## src/include/cwd_pkg.sv

```systemverilog
// shared constants and types for the counter watchdog channel
package cwd_pkg;

  // core clock and derived timing
  localparam int unsigned CORE_CLK_HZ = 40_000_000;
  localparam int unsigned CORE_PERIOD_NS = 25;
  localparam int unsigned INT_CLK_HZ = 20_000_000;
  localparam int unsigned INT_CLK_DIV = CORE_CLK_HZ / INT_CLK_HZ;
  localparam int unsigned DEBOUNCE_TIME_NS = 200;
  // least time, so round up to whole cycles
  localparam int unsigned DEBOUNCE_CYC = (DEBOUNCE_TIME_NS + CORE_PERIOD_NS - 1) / CORE_PERIOD_NS;

  // register byte addresses
  localparam int unsigned ADDR_W = 8;
  localparam logic [7:0] ADDR_IRQ_EN = 8'h00;
  localparam logic [7:0] ADDR_IRQ_STAT = 8'h04;
  localparam logic [7:0] ADDR_IRQ_MASK = 8'h08;
  localparam logic [7:0] ADDR_COUNT = 8'h0C;
  localparam logic [7:0] ADDR_CTL = 8'h30;
  localparam logic [7:0] ADDR_CONSTA = 8'h70;

  // control field encodings
  localparam logic [2:0] MODE_WATCHDOG = 3'h3;
  localparam logic [1:0] RELOAD_HIGH = 2'h2;
  localparam logic [1:0] RELOAD_LOW = 2'h1;
  localparam logic [1:0] BCLK_ENABLE = 2'h1;
  localparam logic [1:0] TRIG_LOW = 2'h1;
  localparam logic [1:0] TRIG_HIGH = 2'h2;
  localparam logic [2:0] CLKSEL_EXT = 3'h5;

  // reset values
  localparam logic [15:0] CTL_RST = 16'h0000;
  localparam logic [31:0] CONSTA_RST = 32'h0000_0000;
  localparam logic [31:0] WORD_ZERO = 32'h0000_0000;

  // interrupt status bits
  localparam int unsigned STAT_W = 3;
  localparam int unsigned STAT_TIMEOUT = 0;
  localparam int unsigned STAT_SEQ_ERR = 1;
  localparam int unsigned STAT_KICK = 2;

  // bus responses
  localparam logic [1:0] RESP_OKAY = 2'h0;
  localparam logic [1:0] RESP_SLVERR = 2'h2;

  // channel control register, bit 15 down to bit 0
  typedef struct packed {
    logic irq_en;
    logic wide;
    logic debounce;
    logic [2:0] clk_sel;
    logic [1:0] trig_sel;
    logic [1:0] bclk_sel;
    logic [1:0] reload_sel;
    logic out_high;
    logic [2:0] mode;
  } cwd_ctl_t;

  typedef enum logic [1:0] {
    WD_IDLE,
    WD_LOADED,
    WD_RUNNING,
    WD_EXPIRED
  } cwd_wd_state_t;

endpackage

```

## src/cwd_input_cond.sv

```systemverilog
// field input synchroniser with optional debounce
`timescale 1ns/1ps
`default_nettype none
module cwd_input_cond
  import cwd_pkg::*;
#(
  parameter int unsigned DEB_CYC = DEBOUNCE_CYC
) (
  // clock and reset
  input wire logic i_core_clk,
  input wire logic i_rst_n,
  // pin side
  input wire logic i_pin,
  input wire logic i_deb_en,
  // conditioned level
  output logic o_level
);

  localparam int unsigned CW = $clog2(DEB_CYC + 1);

  typedef struct packed {
    logic sync1;
    logic sync2;
    logic level;
    logic [CW-1:0] cnt;
  } cwd_cond_state_t;

  cwd_cond_state_t q, d;

  // sync1 feeds only sync2; filter looks at sync2
  always_comb begin
    d = q;
    d.sync1 = i_pin;
    d.sync2 = q.sync1;
    if (!i_deb_en) begin
      d.level = q.sync2;
      d.cnt = '0;
    end else if (q.sync2 == q.level) begin
      d.cnt = '0;
    end else if (q.cnt == CW'(DEB_CYC - 1)) begin
      // stable long enough, accept the new level
      d.level = q.sync2;
      d.cnt = '0;
    end else begin
      d.cnt = q.cnt + CW'(1);
    end
  end

  always_ff @(posedge i_core_clk) begin
    if (!i_rst_n) begin
      q <= '0;
    end else begin
      q <= d;
    end
  end

  assign o_level = q.level;

endmodule
`default_nettype wire

```

## src/cwd_countdown.sv

```systemverilog
// loadable down counter with expiry detect
`timescale 1ns/1ps
`default_nettype none
module cwd_countdown
  import cwd_pkg::*;
#(
  parameter int unsigned W = 32
) (
  // clock and reset
  input wire logic i_core_clk,
  input wire logic i_rst_n,
  // control
  input wire logic i_load,
  input wire logic [W-1:0] i_load_val,
  input wire logic i_dec,
  // status
  output logic [W-1:0] o_count,
  output logic o_expire
);

  typedef struct packed {
    logic [W-1:0] cnt;
  } cwd_cnt_state_t;

  cwd_cnt_state_t q, d;

  // load wins over decrement; stops at zero
  always_comb begin
    d = q;
    if (i_load) begin
      d.cnt = i_load_val;
    end else if (i_dec && (q.cnt != '0)) begin
      d.cnt = q.cnt - W'(1);
    end
  end

  always_ff @(posedge i_core_clk) begin
    if (!i_rst_n) begin
      q <= '0;
    end else begin
      q <= d;
    end
  end

  // count at one or zero: the next decrement reaches or holds zero
  // kept free of i_dec so the caller can gate its decrement on it
  assign o_expire = (q.cnt <= W'(1));
  assign o_count = q.cnt;

endmodule
`default_nettype wire

```

## src/cwd_watchdog.sv

```systemverilog
// watchdog counter channel with axi4-lite registers
`timescale 1ns/1ps
`default_nettype none
module cwd_watchdog
  import cwd_pkg::*;
#(
  parameter int unsigned CNT_W = 32,
  parameter int unsigned DEB_CYC = DEBOUNCE_CYC,
  parameter int unsigned CLK_DIV = INT_CLK_DIV
) (
  // clock and reset
  input wire logic i_core_clk,
  input wire logic i_rst_n,
  // axi4-lite write address
  input wire logic i_awvalid,
  output logic o_awready,
  input wire logic [ADDR_W-1:0] i_awaddr,
  input wire logic [2:0] i_awprot,
  // axi4-lite write data
  input wire logic i_wvalid,
  output logic o_wready,
  input wire logic [31:0] i_wdata,
  input wire logic [3:0] i_wstrb,
  // axi4-lite write response
  output logic o_bvalid,
  input wire logic i_bready,
  output logic [1:0] o_bresp,
  // axi4-lite read address
  input wire logic i_arvalid,
  output logic o_arready,
  input wire logic [ADDR_W-1:0] i_araddr,
  input wire logic [2:0] i_arprot,
  // axi4-lite read data
  output logic o_rvalid,
  input wire logic i_rready,
  output logic [31:0] o_rdata,
  output logic [1:0] o_rresp,
  // field inputs
  input wire logic i_channel_a_input,
  input wire logic i_channel_b_input,
  input wire logic i_channel_c_input,
  // field output and interrupt
  output logic o_counter_three_output,
  output logic o_irq
);

  localparam int unsigned DIV_W = (CLK_DIV > 1) ? $clog2(CLK_DIV) : 1;

  typedef struct packed {
    // bus slave
    logic aw_have;
    logic [ADDR_W-1:0] aw_addr;
    logic w_have;
    logic [31:0] w_data;
    logic [3:0] w_strb;
    logic bvalid;
    logic [1:0] bresp;
    logic rvalid;
    logic [31:0] rdata;
    logic [1:0] rresp;
    // registers
    logic board_irq_en;
    cwd_ctl_t ctl;
    logic [31:0] consta;
    logic [STAT_W-1:0] status;
    logic [STAT_W-1:0] mask;
    // channel engine
    cwd_wd_state_t wd;
    logic trig_prev;
    logic bclk_prev;
    logic [DIV_W-1:0] div;
    logic out;
  } cwd_state_t;

  localparam cwd_state_t RST_Q = '{
    aw_have: 1'b0, aw_addr: '0, w_have: 1'b0, w_data: WORD_ZERO, w_strb: 4'h0,
    bvalid: 1'b0, bresp: RESP_OKAY, rvalid: 1'b0, rdata: WORD_ZERO, rresp: RESP_OKAY,
    board_irq_en: 1'b0, ctl: CTL_RST, consta: CONSTA_RST, status: '0, mask: '0,
    wd: WD_IDLE, trig_prev: 1'b0, bclk_prev: 1'b0, div: '0, out: 1'b1
  };

  cwd_state_t q, d;

  logic a_lvl, b_lvl, c_lvl;
  logic reload_act, trig_act, trig_rise, bclk_rise, int_tick, tick, wd_mode;
  logic cnt_load, cnt_dec, cnt_expire;
  logic [CNT_W-1:0] cnt_load_val, cnt_value;
  logic ev_timeout, ev_seq_err, ev_kick;
  logic [STAT_W-1:0] stat_set, stat_clr;

  cwd_input_cond #(.DEB_CYC(DEB_CYC)) u_cond_a (
    .i_core_clk(i_core_clk),
    .i_rst_n(i_rst_n),
    .i_pin(i_channel_a_input),
    .i_deb_en(q.ctl.debounce),
    .o_level(a_lvl)
  );

  // clock input is never debounced, edges matter
  cwd_input_cond #(.DEB_CYC(DEB_CYC)) u_cond_b (
    .i_core_clk(i_core_clk),
    .i_rst_n(i_rst_n),
    .i_pin(i_channel_b_input),
    .i_deb_en(1'b0),
    .o_level(b_lvl)
  );

  cwd_input_cond #(.DEB_CYC(DEB_CYC)) u_cond_c (
    .i_core_clk(i_core_clk),
    .i_rst_n(i_rst_n),
    .i_pin(i_channel_c_input),
    .i_deb_en(q.ctl.debounce),
    .o_level(c_lvl)
  );

  cwd_countdown #(.W(CNT_W)) u_count (
    .i_core_clk(i_core_clk),
    .i_rst_n(i_rst_n),
    .i_load(cnt_load),
    .i_load_val(cnt_load_val),
    .i_dec(cnt_dec),
    .o_count(cnt_value),
    .o_expire(cnt_expire)
  );

  // byte-lane merge for writes
  function automatic logic [31:0] merge_strb(input logic [31:0] old_v, input logic [31:0] new_v,
                                             input logic [3:0] strb);
    logic [31:0] r;
    r = old_v;
    for (int i = 0; i < 4; i++) begin
      if (strb[i]) begin
        r[i*8 +: 8] = new_v[i*8 +: 8];
      end
    end
    return r;
  endfunction

  // field decode of the input selections
  always_comb begin
    wd_mode = (q.ctl.mode == MODE_WATCHDOG);
    // reload polarity, 10 high, 01 low, else off
    case (q.ctl.reload_sel)
      RELOAD_HIGH: reload_act = a_lvl;
      RELOAD_LOW: reload_act = !a_lvl;
      default: reload_act = 1'b0;
    endcase
    // trigger polarity, 01 low, 10 high, else off
    case (q.ctl.trig_sel)
      TRIG_LOW: trig_act = !c_lvl;
      TRIG_HIGH: trig_act = c_lvl;
      default: trig_act = 1'b0;
    endcase
    trig_rise = trig_act && !q.trig_prev;
    // external clock edges only when input b enabled
    bclk_rise = (q.ctl.bclk_sel == BCLK_ENABLE) && b_lvl && !q.bclk_prev;
    int_tick = (q.div == DIV_W'(CLK_DIV - 1));
    // external source replaces the internal tick
    tick = (q.ctl.clk_sel == CLKSEL_EXT) ? bclk_rise : int_tick;
  end

  // short counter keeps only the low half of constant A
  // only constant A feeds the load value
  assign cnt_load_val = q.ctl.wide ? CNT_W'(q.consta) : CNT_W'(q.consta[15:0]);

  // bus handshakes; a pending response blocks new writes
  assign o_awready = !q.aw_have && !q.bvalid;
  assign o_wready = !q.w_have && !q.bvalid;
  assign o_arready = !q.rvalid;

  // main next-state logic
  always_comb begin
    d = q;
    cnt_load = 1'b0;
    cnt_dec = 1'b0;
    ev_timeout = 1'b0;
    ev_seq_err = 1'b0;
    ev_kick = 1'b0;
    stat_clr = '0;

    // internal tick divider
    d.div = int_tick ? '0 : q.div + DIV_W'(1);
    d.trig_prev = trig_act;
    d.bclk_prev = b_lvl;

    // watchdog sequence
    if (!wd_mode) begin
      d.wd = WD_IDLE;
    end else if (reload_act) begin
      // reload holds the count at constant A
      cnt_load = 1'b1;
      ev_kick = (q.wd == WD_RUNNING);
      d.wd = WD_LOADED;
    end else begin
      case (q.wd)
        WD_LOADED: begin
          if (trig_rise) begin
            d.wd = WD_RUNNING;
          end
        end
        WD_RUNNING: begin
          // one step per selected clock period
          if (tick) begin
            cnt_dec = 1'b1;
            if (cnt_expire) begin
              d.wd = WD_EXPIRED;
              ev_timeout = 1'b1;
            end
          end
        end
        WD_IDLE, WD_EXPIRED: begin
          // trigger without a prior reload is flagged
          if (trig_rise) begin
            ev_seq_err = 1'b1;
          end
        end
        default: d.wd = WD_IDLE;
      endcase
    end

    d.out = (d.wd == WD_EXPIRED) ? q.ctl.out_high : !q.ctl.out_high;

    // capture write address and data in either order
    if (i_awvalid && o_awready) begin
      d.aw_have = 1'b1;
      d.aw_addr = i_awaddr;
    end
    if (i_wvalid && o_wready) begin
      d.w_have = 1'b1;
      d.w_data = i_wdata;
      d.w_strb = i_wstrb;
    end

    // commit once both halves are here
    if (q.aw_have && q.w_have && !q.bvalid) begin
      d.aw_have = 1'b0;
      d.w_have = 1'b0;
      d.bvalid = 1'b1;
      d.bresp = RESP_OKAY;
      case (q.aw_addr)
        ADDR_IRQ_EN: begin
          if (q.w_strb[0]) begin
            d.board_irq_en = q.w_data[0];
          end
        end
        ADDR_IRQ_STAT: begin
          // write one to clear
          if (q.w_strb[0]) begin
            stat_clr = q.w_data[STAT_W-1:0];
          end
        end
        ADDR_IRQ_MASK: begin
          if (q.w_strb[0]) begin
            d.mask = q.w_data[STAT_W-1:0];
          end
        end
        // control register
        // register is 16 bits, the upper half of the word is dropped
        ADDR_CTL: d.ctl = cwd_ctl_t'(16'(merge_strb({16'h0000, q.ctl}, q.w_data, q.w_strb)));
        ADDR_CONSTA: d.consta = merge_strb(q.consta, q.w_data, q.w_strb);
        ADDR_COUNT: d.bresp = RESP_OKAY;
        default: d.bresp = RESP_SLVERR;
      endcase
    end
    if (q.bvalid && i_bready) begin
      d.bvalid = 1'b0;
    end

    // reads answer in the cycle after the address is taken
    if (i_arvalid && o_arready) begin
      d.rvalid = 1'b1;
      d.rresp = RESP_OKAY;
      case (i_araddr)
        ADDR_IRQ_EN: d.rdata = {31'h0000_0000, q.board_irq_en};
        ADDR_IRQ_STAT: d.rdata = 32'(q.status);
        ADDR_IRQ_MASK: d.rdata = 32'(q.mask);
        ADDR_COUNT: d.rdata = 32'(cnt_value);
        ADDR_CTL: d.rdata = {16'h0000, q.ctl};
        ADDR_CONSTA: d.rdata = q.consta;
        default: begin
          d.rdata = WORD_ZERO;
          d.rresp = RESP_SLVERR;
        end
      endcase
    end else if (q.rvalid && i_rready) begin
      d.rvalid = 1'b0;
    end

    // sticky status, a new event beats a same-cycle clear
    stat_set = '0;
    stat_set[STAT_TIMEOUT] = ev_timeout;
    stat_set[STAT_SEQ_ERR] = ev_seq_err;
    stat_set[STAT_KICK] = ev_kick;
    d.status = (q.status & ~stat_clr) | stat_set;
  end

  always_ff @(posedge i_core_clk) begin
    if (!i_rst_n) begin
      q <= RST_Q;
    end else begin
      q <= d;
    end
  end

  // bus outputs straight from state
  assign o_bvalid = q.bvalid;
  assign o_bresp = q.bresp;
  assign o_rvalid = q.rvalid;
  assign o_rdata = q.rdata;
  assign o_rresp = q.rresp;
  assign o_counter_three_output = q.out;

  // both channel and board enables gate the line
  assign o_irq = q.board_irq_en && q.ctl.irq_en && (|(q.status & q.mask));

endmodule
`default_nettype wire

```

## config.mk

```make
export PLATFORM = sky130hd
export DESIGN_NAME = cwd_watchdog
export DESIGN_NICKNAME = d
export VERILOG_FILES = /design/src/include/cwd_pkg.sv /design/src/cwd_input_cond.sv /design/src/cwd_countdown.sv /design/src/cwd_watchdog.sv
export SDC_FILE = /design/constraint.sdc
export NUM_CORES = 1
export LEC_CHECK = 0
export BUFFER_PORTS_ARGS = -buffer_cell sky130_fd_sc_hd__buf_2
export CAP_MARGIN = 20
export CORE_MARGIN = 3
export CORE_UTILIZATION = 25
export DETAILED_ROUTE_END_ITERATION = 8
export HOLD_SLACK_MARGIN = 0.08
export PLACE_DENSITY = 0.51
export SLEW_MARGIN = 5
export SYNTH_ARGS = -nofsm -noshare
export SYNTH_HDL_FRONTEND = slang
export SYNTH_SLANG_ARGS = --single-unit
```

## constraint.sdc

```tcl
create_clock -name i_core_clk -period 2.2 [get_ports i_core_clk]
set_input_delay 0 -clock i_core_clk [delete_from_list [all_inputs] [get_ports i_core_clk]]
set_output_delay 0 -clock i_core_clk [all_outputs]
set_load 0.01 [all_outputs]
```

# After elaboration in Yosys (flattened, before gate mapping)
# Index checks and enable logic that the tools add are counted.
[word_totals] mem_bits_rw=0 register_bits=194 mem_count=0 word_cells=180 mem_bits_ro=0 latch_bits=0
[op_classes] n_bitwise=6 muxes=48 order_cmp=1 add_sub_neg=4 eq_ne=29 reduce_logical=49 shift=0 n_mul=0 div_mod_pow=0
[op_table] operator="32-bit case mux with 6 select lines" n=1
[op_table] operator="32-bit 2-to-1 mux" n=3
[op_table] operator="8-bit by 4-bit equality test with 1-bit output, second input constant" n=4
[op_table] operator="32-bit by 1-bit <= comparator with 1-bit output, second input constant" n=1
[op_table] operator="32-bit nonzero test" n=1
[op_table] operator="32-bit by 1-bit subtractor with 32-bit output, second input constant" n=1
[op_table] operator="1-bit 2-to-1 mux" n=25
[op_table] operator="3-bit AND reduction" n=8
[op_table] operator="8-bit by 3-bit equality test with 1-bit output, second input constant" n=2
[op_table] operator="8-bit by 6-bit equality test with 1-bit output, second input constant" n=2
[op_table] operator="8-bit by 7-bit equality test with 1-bit output, second input constant" n=2
[op_table] operator="8-bit logical NOT" n=2
[op_table] operator="4-bit 2-to-1 mux" n=4
[op_table] operator="1-bit logical AND" n=15
[op_table] operator="2-bit 2-to-1 mux" n=7
[op_table] operator="6-bit OR reduction" n=2
[op_table] operator="2-bit equality test, second input constant" n=5
[op_table] operator="5-bit 2-to-1 mux" n=2
[op_table] operator="1-bit logical NOT" n=9
[op_table] operator="3-bit 2-to-1 mux" n=3
[op_table] operator="4-bit by 1-bit adder with 4-bit output, second input constant" n=2
[op_table] operator="2-bit by 1-bit equality test with 1-bit output, second input constant" n=4
[op_table] operator="4-bit by 3-bit equality test with 1-bit output, second input constant" n=2
[op_table] operator="2-bit OR reduction" n=4
[op_table] operator="17 further kinds" n=26

# Longest topological paths before layout
[depth] depth_word=11 ltp_mapped=9 depth_no_buf=7

# By module
# A second synthesis with hierarchy kept.
[unflattened] hier_cells=1027 area_unflattened_um2=9102.5
[modules_own_cells] mod="cwd_watchdog" area_per_inst_um2=6316.1 cells_each=712 n_inst=1 seq_area_each_um2=2862.7
[modules_own_cells] mod="cwd_countdown" area_per_inst_um2=2035.7 cells_each=240 n_inst=1 seq_area_each_um2=640.6
[modules_own_cells] mod="cwd_input_cond" area_per_inst_um2=250.2 cells_each=25 n_inst=3 seq_area_each_um2=140.1

# Least setup slack after synthesis
# No wires, ideal clock.
[synth_path] kind="register to register" start="register u_count.q (netlist bit u_count.o_count[0])" end="register u_count.q (netlist bit u_count.o_count[18])" stages_incl_launch_ff=10 setup_ns=0.117 path_buffers=2 t_arrival_ns=2.055 setup_slack_ns=0.028 required_ns=2.083 path_cell_list="dfxtp_1 -> inv_1 -> ha_1 -> nor4b_2 -> nand4_1 -> nor3_4 -> buf_6 -> buf_6 -> nor2_1 -> a32o_1"
[synth_via] elab_chain_len=3 word_cells_on_any_way=6 cone_classes="1 x add/sub; 2 x mux; 3 x reduce/logical"
[synth_lines] element="start, declared" line="cwd_countdown.sv:25" source="cwd_cnt_state_t q, d;"
[synth_lines] element="start signal, assigned" line="cwd_countdown.sv:39" source="q <= '0;"
[synth_lines] element="start signal, assigned" line="cwd_countdown.sv:41" source="q <= d;"
[synth_lines] element="32-bit by 1-bit subtractor with 32-bit output / 32-bit nonzero test (equally long branches)" line="cwd_countdown.sv:33, cwd_countdown.sv:32"
[synth_lines] element="32-bit 2-to-1 mux / 1-bit logical AND (equally long branches)" line="cwd_countdown.sv:32" source="end else if (i_dec && (q.cnt != '0)) begin"
[synth_lines] element="32-bit 2-to-1 mux / 2-bit nonzero test (equally long branches)"
# Parallel ways exist; a longest one is shown, timed or not. The select of a mux whose other input is x is not followed.
# A chain may end at the register's enable or synchronous reset.

# Worst setup path in the final report
[layout_path] start="register u_count.q (netlist bit u_count.o_count[0])" end="register u_count.q (netlist bit u_count.o_count[22])"
# The elaborated chain is that of the path after synthesis.

==> impl_results.md <==
- RSZ-0062 raised after global routing: true
- Hold_ws: 0.0991 ns
- Psw: 1810 uW
- Multi-input gate area: 0.00455 sq mm
- Pre-CTS setup slack: 0.0148 ns
- All-Layer GR Usage: 15.0%
- CTS tree: yes
- HPWL after detailed placement: 20.8 mm
- Nature of the critical path endpoint: register
- Pins over their slew limit: 0
- Flop pwr share: 50.2%
- Setup violators final: 0
- Internal Power: 5360 uW
- Synth unique cells: 80
- Synthesized area per cell: 8.27 sq um
- First-pass detailed-route iteration total: 6
- Peak supply drop: 0.000406 V
- Setup TNS: 0 ns
- Drt wl/cell: between 15 and 20 microns
- Fillers: about 3,700
- Top-count cell post-synth: dfxtp_1
- Hold Fails Final Rpt: 0
- Register area share after synthesis: a little over two fifths
- Chip Height: 195 microns
- Vias in the first global route: between 8,000 and 9,000
- R2R Path End: u_count.o_count[22]
- Worst path slowest cell: or4b_4
- Clk pin slew, worst setup/hold paths: 0.08 ns
- Critical Path AT: 2.54 ns
- Critical path class: register to register
- Req. time, crit path: 2.59 ns
- Total grt overflow: 0
- Hold endpoint: o_rresp[1]
- Least-Margin Pin Slew: between 0.7 and 0.8 ns
- Final nets: between 1,000 and 1,500
- Row count: 68
- CP cell instances: inv_1 > ha_1 > or4b_4 > buf_4 > or4_1 > o31ai_1 > o21a_1
- # port buffers: 102
- Final wirelength: roughly 29 mm
- Area contributors post-synth: dfxtp_1 (43%), nand2_1 (7.7%), a21oi_1 (5.4%)
- Clock root cell: clkbuf_16
- Largest net degree at the start of global routing: approximately 130
- Max cap viols: 0
- Sw Ratio: 25.3%
- H-tree level count: 4
- Clock Latency Late Sink: roughly 0.45 ns
- Post-synthesis instance total: roughly 1,100
- Syn Std Cell Area: ~0.0090 sq mm
- Top cell type's share of synthesized area: 42.9%
- Clk buf depth: 2
- Synth cell count leaders: dfxtp_1 (192), nand2_1 (183), a21oi_1 (97), nor2_1 (69), nand3_1 (62)
- Clock sink total: 192
- Initial DRC count: 824
- Leak Pwr: 0.00456 uW
- Total CTS buffers: 17
- Slew HR: 51.5%
- Antenna violations before repair: 0
- Warnings, synthesis: 0
- Seq. cell area: 0.00384 sq mm
- CP max FO: 3
- R2R depth: 7
- Antenna fix cells: 0
- Hold Crit Class: input pin to register
- HP Start: i_araddr[0]
- Worst Hold Depth: 4
- Vias: 8,511
- Utilization after layout: 33.0%
- Fmax: 466 MHz
- Post-synthesis register bit count: 192
- Reg2reg start: u_count.o_count[0]
- Post-synth EDFFs: 0
- Worst setup SP type: register
- Avg Vias per Cell: 4.94
- Async SR Flop Fraction: 0%
- Final worst-path cycle share: a little over nine tenths
- Share of cells above drive strength 1: between 20% and 30%
- Initial core utilization: 25.6%
- ANT nets after route: 0
- Critical Path Max Stage Delay: 0.51 ns
- Num ports: 111
- P&R area growth vs syn: 28.7%
- Dominant synthesized flop cell: dfxtp_1
- Core Box Area: 0.0350 sq mm
- DRC violation count after routing: 0
- Final worst slack: between 0.05 and 0.06 ns
- Fin crit period: 2.15 ns
- Die Width: roughly 200 microns
- Power per Cell Area: between 600 and 700 mW/mm^2
- Clock power frac: 43.5%
- Combinational power share: 6.3%
- Clock skew: 0.0142 ns
- First-pass GRT wire length: 45.6 mm
- Die Area: 0.0382 sq mm
- FF-to-FF setup slack: 0.05 ns
- Largest area contributor in the netlist: dfxtp_1
- Routability cong.: 0.901
- Status: finished, final reports clean
## critical path, delay by kind of cell (launching register included)
family,cells,cell delay (ns)
buffers and inverters,2,0.23
and+or+nand+nor,2,0.93
adders and majority gates,1,0.19
DFF,1,0.33
AOI/OAI and AO/OA,2,0.42
## power groups by stage
stage,logic (uW),clock network [uW],registers (uW)
global placement,367,0,3690
global route,505,3340,3620
floorplan,232,0,3660
finish,451,3120,3610
CTS,453,3210,3610
detailed placement,369,0,3690
## repair_timing
action	4_1_cts	5_1_grt
buffers inserted	0	0
resized for setup	2	11
pin swaps	0	3
setup endpoints to repair	2	22
hold buffers	59	1
endpoints found under the hold margin	51	3
cloned	0	0
## flip-flops by register name, indices dropped and copies added, names as in the netlist, 5 cells and up
name             count
q                  105
o_rdata             32
u_count.o_count     32
u_cond_a.q           5
u_cond_c.q           5
## worst max-delay path by stage
stage                                         to           startpoint  cells after the start
after floorplan              u_count.o_count[18]   u_count.o_count[0]                      9
after global placement       u_count.o_count[10]   u_count.o_count[0]                      8
after detailed placement     u_count.o_count[22]   u_count.o_count[0]                      7
after CTS                 o_counter_three_output  u_count.o_count[22]                      5
after global routing         u_count.o_count[24]   u_count.o_count[0]                      7
final                        u_count.o_count[22]   u_count.o_count[0]                      7
## area by class of cell
cell class,instances,share of cell area [%]
multi-input cells,768,39.5
flip-flops and latches,192,33.3
repair buffers,260,16.7
well taps,455,4.94
clock buffers,18,3.72
clock inverters,14,1.29
inverters,15,0.499
## cell usage in the layout, fill, tap and decap left out, drive strengths merged, types with 4 or more instances in the layout
master and instances:
a211oi 4, a21oi 97, a222oi 14, a22oi 19, a311oi 5, a31oi 15, a32oi 5, and2 30
and3 8, and3b 4, buf 200, clkbuf 18, clkinv 4, dfxtp 192, dlygate4sd3 60, ha 6
inv 22, mux2i 21, nand2 183, nand2b 4, nand3 63, nand3b 6, nand4 12, nor2 69
nor3 16, nor4 22, nor4b 5, o211ai 9, o21a 4, o21ai 52, o22ai 4, o31ai 8
or3 9, or4 13, xor2 4
## stage by stage
step                      instance area [sq um]  total power, uW  std cells
after CTS                                 11500             7260       1720
final                                     11500             7180       1722
after global placement                    10300             4050       1629
after detailed placement                  10300             4060       1629
after floorplan                            8960             3890       1084
after global routing                      11500             7460       1722
## metal layers
layer / GRT usage [%] / wire, microns / vias up
li1: - / - / 4211
met1: 21.6 / 14200 / 4016
met2: 23.1 / 12900 / 251
met3: 2.36 / 1340 / 33
met4: 4.65 / 519 / 0
met5: 0 / 0 / -
## cells by family (layout without fill, tap and decap cells)
kind of cell	Yosys count	in the layout	share of synthesized area (%)
simple gates	465	465	26.6
compound gates	263	263	18.7
flops	192	192	42.9
buf+inv	124	307	7.32
mux	25	25	2.97
xor+xnor	7	7	0.684
fa+ha+maj	6	6	0.838
other cells	1	2	0.0418
Note: power is estimated with default switching activity, not from simulation.
